[config.mk]
export PLATFORM = sky130hd
export DESIGN_NAME = wds_watchdog_supervisor
export DESIGN_NICKNAME = d
export VERILOG_FILES = /design/src/include/wds_pkg.sv /design/src/rtl/wds_period_timer.sv /design/src/rtl/wds_watchdog_supervisor.sv
export SDC_FILE = /design/constraint.sdc
export NUM_CORES = 1
export LEC_CHECK = 0
export BUFFER_PORTS_ARGS = -buffer_cell sky130_fd_sc_hd__buf_2
export CORE_ASPECT_RATIO = 1.75
export CORE_MARGIN = 2
export CORE_UTILIZATION = 55
export CTS_BUF_LIST = sky130_fd_sc_hd__clkbuf_8
export DETAILED_ROUTE_END_ITERATION = 7
export PLACE_DENSITY_LB_ADDON = 0.3
export SLEW_MARGIN = 20
export SYNTH_ARGS = -nofsm -noshare
export SYNTH_HDL_FRONTEND = slang
export SYNTH_SLANG_ARGS = --single-unit
[constraint.sdc]
create_clock -name clock -period 2.6 [get_ports clock]
set_clock_uncertainty 0.05 [all_clocks]
set_input_delay 0.52 -clock clock [delete_from_list [all_inputs] [get_ports clock]]
set_output_delay 0.52 -clock clock [all_outputs]
set_load 0.01 [all_outputs]
[src/include/wds_pkg.sv]
/*
 * wds_pkg: constants shared by the watchdog supervisor block.
 * Assumes a single 25 MHz clock; periods are scaled from a capacitance
 * figure in nanofarads so the documented per-nanofarad slopes stay exact.
 */
`default_nettype none
package wds_pkg;
	localparam int unsigned WDS_CLK_HZ        = 25_000_000;
	// watchdog slope: 25 ms per nF, held as 25000 us per nF
	localparam int unsigned WDS_WD_US_PER_NF  = 25_000;
	// reset slope: 3.125 ms per nF, held as 3125 us per nF
	localparam int unsigned WDS_RST_US_PER_NF = 3_125;
	localparam int unsigned WDS_CAP_NF_DFLT   = 64;
	localparam int unsigned WDS_CNT_W         = 32;
	localparam int unsigned WDS_SYNC_STAGES   = 2;

	function automatic longint unsigned wds_cycles(
		input longint unsigned us_per_nf,
		input longint unsigned cap_nf
	);
		longint unsigned c;
		c = (us_per_nf * cap_nf * WDS_CLK_HZ) / 64'd1_000_000;
		wds_cycles = (c == 64'd0) ? 64'd1 : c;
	endfunction
endpackage
`default_nettype wire

[src/rtl/wds_period_timer.sv]
/*
 * wds_period_timer: restartable down counter that pulses done once.
 * Assumes synchronous restart/hold inputs on the one block clock.
 */
`timescale 1ns/1ns
`default_nettype none
module wds_period_timer
	import wds_pkg::*;
#(
	parameter int unsigned CNT_W = WDS_CNT_W
)(
	input  wire logic             clock,
	input  wire logic             rst_n,
	input  wire logic [CNT_W-1:0] period,
	input  wire logic             restart,
	input  wire logic             hold,
	output var  logic             done
);
	logic [CNT_W-1:0] cnt_r;
	logic [CNT_W-1:0] cnt_nxt;
	logic             done_r;
	logic             done_nxt;

	assign done = done_r;

	always_comb
	begin
		cnt_nxt  = cnt_r;
		done_nxt = 1'b0;
		if (restart || hold)
		begin
			cnt_nxt = period;
		end
		else if (cnt_r > {{(CNT_W-1){1'b0}}, 1'b1})
		begin
			cnt_nxt = cnt_r - {{(CNT_W-1){1'b0}}, 1'b1};
		end
		else if (cnt_r == {{(CNT_W-1){1'b0}}, 1'b1})
		begin
			// expiry fires once; zero parks the timer until restarted
			cnt_nxt  = '0;
			done_nxt = 1'b1;
		end
	end

	always_ff @(posedge clock or negedge rst_n)
	begin
		if (!rst_n)
		begin
			cnt_r  <= '0;
			done_r <= 1'b0;
		end
		else
		begin
			cnt_r  <= cnt_nxt;
			done_r <= done_nxt;
		end
	end
endmodule
`default_nettype wire

[src/rtl/wds_watchdog_supervisor.sv]
/*
 * wds_watchdog_supervisor: watchdog and reset-hold logic of a processor
 * supervisor. kick_input comes from a processor I/O line; the reset
 * condition is a level from the (out of scope) threshold sensor.
 * Assumes one free-running clock and an asynchronous power-on rst_n.
 */
// Behaviour
// - watchdog period scales 25 ms per nF
// - either kick edge counts; processor must kick
// - expiry drives fault low until kick/reset
// - reset output forces fault high, restarts period
// - kick during fault releases it, restarts period
// - new period starts when reset releases
// - any reset trigger holds reset full period
// - reset and fault are separate outputs; reset holds fault high
// - reset hold period scales 3.125 ms per nF
`timescale 1ns/1ns
`default_nettype none
module wds_watchdog_supervisor
	import wds_pkg::*;
#(
	parameter int unsigned CNT_W     = WDS_CNT_W,
	parameter int unsigned WD_CAP_NF = WDS_CAP_NF_DFLT,
	parameter int unsigned RP_CAP_NF = WDS_CAP_NF_DFLT,
	// cycle counts exceed 4096, so both are overridable for simulation
	parameter logic [CNT_W-1:0] WD_CYCLES =
		CNT_W'(wds_cycles(WDS_WD_US_PER_NF, WD_CAP_NF)),
	parameter logic [CNT_W-1:0] RP_CYCLES =
		CNT_W'(wds_cycles(WDS_RST_US_PER_NF, RP_CAP_NF))
)(
	input  wire logic clock,
	input  wire logic rst_n,
	input  wire logic kick_input,
	input  wire logic reset_trigger,
	output var  logic supervisor_reset_n,
	output var  logic watchdog_fault_n
);
	logic [WDS_SYNC_STAGES-1:0] kick_sync_r;
	logic [WDS_SYNC_STAGES-1:0] kick_sync_nxt;
	logic                       kick_prev_r;
	logic                       kick_prev_nxt;
	logic                       kick_edge;
	logic                       rst_hold_r;
	logic                       rst_hold_nxt;
	logic                       rst_done;
	logic                       wd_done;
	logic                       fault_r;
	logic                       fault_nxt;
	logic                       reset_out_r;
	logic                       reset_out_nxt;
	// power-on acts as a trigger: loads the hold timer once after rst_n
	logic                       pwr_start_r;
	logic                       pwr_start_nxt;
	logic                       rst_load;

	assign supervisor_reset_n = reset_out_r;
	assign watchdog_fault_n   = fault_r;

	// kick synchroniser; only the last stage feeds the edge compare
	always_comb
	begin
		kick_sync_nxt = {kick_sync_r[WDS_SYNC_STAGES-2:0], kick_input};
		kick_prev_nxt = kick_sync_r[WDS_SYNC_STAGES-1];
		kick_edge     = kick_sync_r[WDS_SYNC_STAGES-1] ^ kick_prev_r;
	end

	always_ff @(posedge clock or negedge rst_n)
	begin
		if (!rst_n)
		begin
			kick_sync_r <= '0;
			kick_prev_r <= 1'b0;
		end
		else
		begin
			kick_sync_r <= kick_sync_nxt;
			kick_prev_r <= kick_prev_nxt;
		end
	end

	// without the power-on load the hold timer would sit at zero forever
	// and the reset output would never release
	assign rst_load = reset_trigger || pwr_start_r;

	// reset hold: a trigger of any length restarts the full hold time
	wds_period_timer #(
		.CNT_W   (CNT_W)
	) u_rst_timer (
		.clock   (clock),
		.rst_n   (rst_n),
		.period  (RP_CYCLES),
		.restart (rst_load),
		.hold    (1'b0),
		.done    (rst_done)
	);

	always_comb
	begin
		rst_hold_nxt  = rst_hold_r;
		pwr_start_nxt = 1'b0;
		if (reset_trigger)
		begin
			rst_hold_nxt = 1'b1;
		end
		else if (rst_done)
		begin
			rst_hold_nxt = 1'b0;
		end
		reset_out_nxt = !rst_hold_nxt;
	end

	// watchdog timer is held at full period while reset is asserted,
	// so the first period begins on the release edge
	wds_period_timer #(
		.CNT_W   (CNT_W)
	) u_wd_timer (
		.clock   (clock),
		.rst_n   (rst_n),
		.period  (WD_CYCLES),
		.restart (kick_edge),
		.hold    (rst_hold_r),
		.done    (wd_done)
	);

	always_comb
	begin
		fault_nxt = fault_r;
		// follows the next hold value so fault rises with the reset edge
		if (rst_hold_nxt)
		begin
			fault_nxt = 1'b1;
		end
		else if (kick_edge)
		begin
			fault_nxt = 1'b1;
		end
		else if (wd_done)
		begin
			fault_nxt = 1'b0;
		end
	end

	// power-on counts as a reset trigger: outputs start in reset
	always_ff @(posedge clock or negedge rst_n)
	begin
		if (!rst_n)
		begin
			rst_hold_r  <= 1'b1;
			pwr_start_r <= 1'b1;
			reset_out_r <= 1'b0;
			fault_r     <= 1'b1;
		end
		else
		begin
			rst_hold_r  <= rst_hold_nxt;
			pwr_start_r <= pwr_start_nxt;
			reset_out_r <= reset_out_nxt;
			fault_r     <= fault_nxt;
		end
	end
endmodule
`default_nettype wire

==> results.sh <==
export IMPL_status="finished clean"
export IMPL_fin_crit_sh_pct=93.2
export IMPL_numPortBuffers=5
export IMPL_synth_seq_area_share_pct=46.1
export IMPL_finish_utilization_pct=61.8
export IMPL_first_iter_violations=250
export IMPL_fillers=606
export IMPL_hold_viol_final=0
export IMPL_cts_hold_buf=0
export IMPL_vias=3247
export IMPL_clk_pin_slew_worst_paths_ns=0.08
export IMPL_max_slew_margin_pct=40.1
export IMPL_synth_edf_count=0
export IMPL_max_cap_violations=0
export IMPL_worstPathRequired_ns=2.78
export IMPL_synthesis_area_um2=3970
export IMPL_tightest_slew_ns=0.898
export IMPL_peakVddDrop_mv=0.399
export IMPL_grt_pass1_vias=3386
export IMPL_async_flop_share_pct=100
export IMPL_cts_tree="yes"
export IMPL_reg2reg_from="u_rst_timer.cnt_r[0]"
export IMPL_pwr_density_cell_nw_per_um2=517
export IMPL_core_um2=7080
export IMPL_cp_end_kind="flop"
export IMPL_dp_slack_ns=0.168
export IMPL_ctsResizeCount=0
export IMPL_worst_slack_ns=0.176
export IMPL_grt_max_degree=74
export IMPL_synth_area_leaders="dfrtp_1, xnor2_1, nor2_1, a21oi_1, or3_1"
export IMPL_via_per_inst=6.37
export IMPL_htree_levels=3
export IMPL_cp_start_kind="flop"
export IMPL_synth_cell_types=59
export IMPL_cts_setup_buffers=0
export IMPL_crit_start="u_rst_timer.cnt_r[0]"
export IMPL_min_path_type="input port to async pin"
export IMPL_ys_flop_type="dfrtp_1"
export IMPL_clock_fmax_mhz=413
export IMPL_ys_seq_elements=73
export IMPL_cts_sinks=73
export IMPL_setup_viol=0
export IMPL_synth_avg_cell_area_um2=9.98
export IMPL_synth_top_area_cell="dfrtp_1"
export IMPL_p_leak_nw=1.65
export IMPL_antenna_found_initial=0
export IMPL_r2r_cells=7
export IMPL_rows=41
export IMPL_wl_per_cell_um=18.3
export IMPL_pin_count=6
export IMPL_setup_tns_ns=0
export IMPL_root_buffer="clkbuf_8"
export IMPL_top_regs="u_rst_timer.cnt_r x32, u_wd_timer.cnt_r x32, kick_sync_r x2"
export IMPL_fin_nets=427
export IMPL_floorplan_initialDensity_pct=56.1
export IMPL_grt_pass1_wl_um=15700
export IMPL_yosys_warnings=0
export IMPL_slew_viol_final=0
export IMPL_die_w_um=68.2
export IMPL_drt_pass1_iterations=5
export IMPL_drt_total_wl_um=9320
export IMPL_cts_buffers_inserted=9
export IMPL_place_congestion=1.00
export IMPL_period_minus_slack_ns=2.42
export IMPL_synth_top_area_share_pct=44.1
export IMPL_ant_nets=0
export IMPL_die_area_um2=7940
export IMPL_overflow=0
export IMPL_rsz0062_at_grt="no"
export IMPL_critPathKind="flop to flop"
export IMPL_dp_hpwl_um=6710
export IMPL_insertion_delay_ns=0.37
export IMPL_drive_gt1_share_pct=15.6
export IMPL_synthCells=398
export IMPL_die_y_um=116
export IMPL_num_antenna_cells=0
export IMPL_drc=0
export IMPL_clockBufferDepth=2
export IMPL_area_growth_pct=10.2
export IMPL_grt_use_total_pct=27.0
export IMPL_p_total_mw=2.26
export IMPL_arrival_ns=2.60
export IMPL_worst_path_max_fanout=7
export IMPL_syn_nets=406
==> metrics by stage <==
stage	cell area [µm²]	std cells	hold slack (ns)
4_1_cts	4370	510	0.205
6_report	4380	510	0.213
3_5_place_dp	4160	494	0.285
3_3_place_gp	4160	494	0.284
2_1_floorplan	3970	398	0.174
5_1_grt	4380	510	0.203
==> layout make-up <==
cell class / instances / area, µm² / area share [%]
well taps: 86 / 108 / 2.46
flip-flops and latches: 73 / 1830 / 41.8
clock buffers: 10 / 138 / 3.15
clock inverters: 6 / 76.3 / 1.74
repair buffers: 20 / 153 / 3.49
inverters: 9 / 33.8 / 0.772
multi-input cells: 306 / 2040 / 46.6
==> synth_stat cells, drive strengths merged (7+ instances only) <==
master / n
dfrtp: 70
or4: 15
o21ai: 22
nand3: 21
xor2: 7
inv: 9
xnor2: 22
or3: 18
o31ai: 11
nand4: 8
nor4: 21
nand2: 19
buf: 7
nor2: 40
a21oi: 23
nor3: 20
==> kinds of logic after synthesis <==
group | synth area share [%]
simple gates | 31.9
flops | 46.1
compound gates | 11.0
xor+xnor | 6.40
buf+inv | 2.77
fa+ha+maj | 1.26
mux | 0.504
other cells | 0.0944
==> worst max-delay path, stage by stage, from the launching register on <==
cell       delay (ns)
dfrtp_1          0.43
inv_1            0.08
ha_1             0.24
or4b_2           0.67
a2111oi_2        0.29
and4_2           0.35
or4b_1           0.13
a21oi_1          0.06
==> layer usage <==
metal / wire length (µm) / GRT usage [%]
met1: 3420 / 27.6
met2: 5100 / 47.2
met3: 297 / 6.74
met4: 503 / 17.2
met5: 0 / 0
==> power breakdown <==
| part | switching, mW | internal, mW | total [mW] |
|---|---|---|---|
| combinational | 0.0762 | 0.0396 | 0.116 |
| clock | 0.428 | 0.555 | 0.983 |
| sequential | 0.0156 | 1.15 | 1.16 |
| total | 0.520 | 1.74 | 2.26 |
==> cell usage in the layout, fill, tap and decap left out, types with 5 or more instances in the layout <==
cell type  instances
nor4_1            12
xnor2_1           22
nor4_2             5
nor2_1            40
clkbuf_8          10
inv_1             12
o31ai_1           11
or3_1             18
a21oi_1           23
nand2_1           18
buf_4             15
dfrtp_1           70
nand4_1            7
xor2_1             7
nor3_1            18
or4_1             12
o21ai_0           19
nand3_1           20
==> worst paths after layout <==
path                                              end  slack (ns)
worst max-delay path             u_rst_timer.cnt_r[3]        0.18
worst min-delay path             u_wd_timer.cnt_r[10]        0.21
worst max register to register   u_rst_timer.cnt_r[3]        0.18
worst min register to register         kick_sync_r[1]        0.30
max in group asynchronous       u_rst_timer.cnt_r[25]        1.68
min in group clock                     kick_sync_r[0]        0.21
Power figures use the tool's default switching activity.
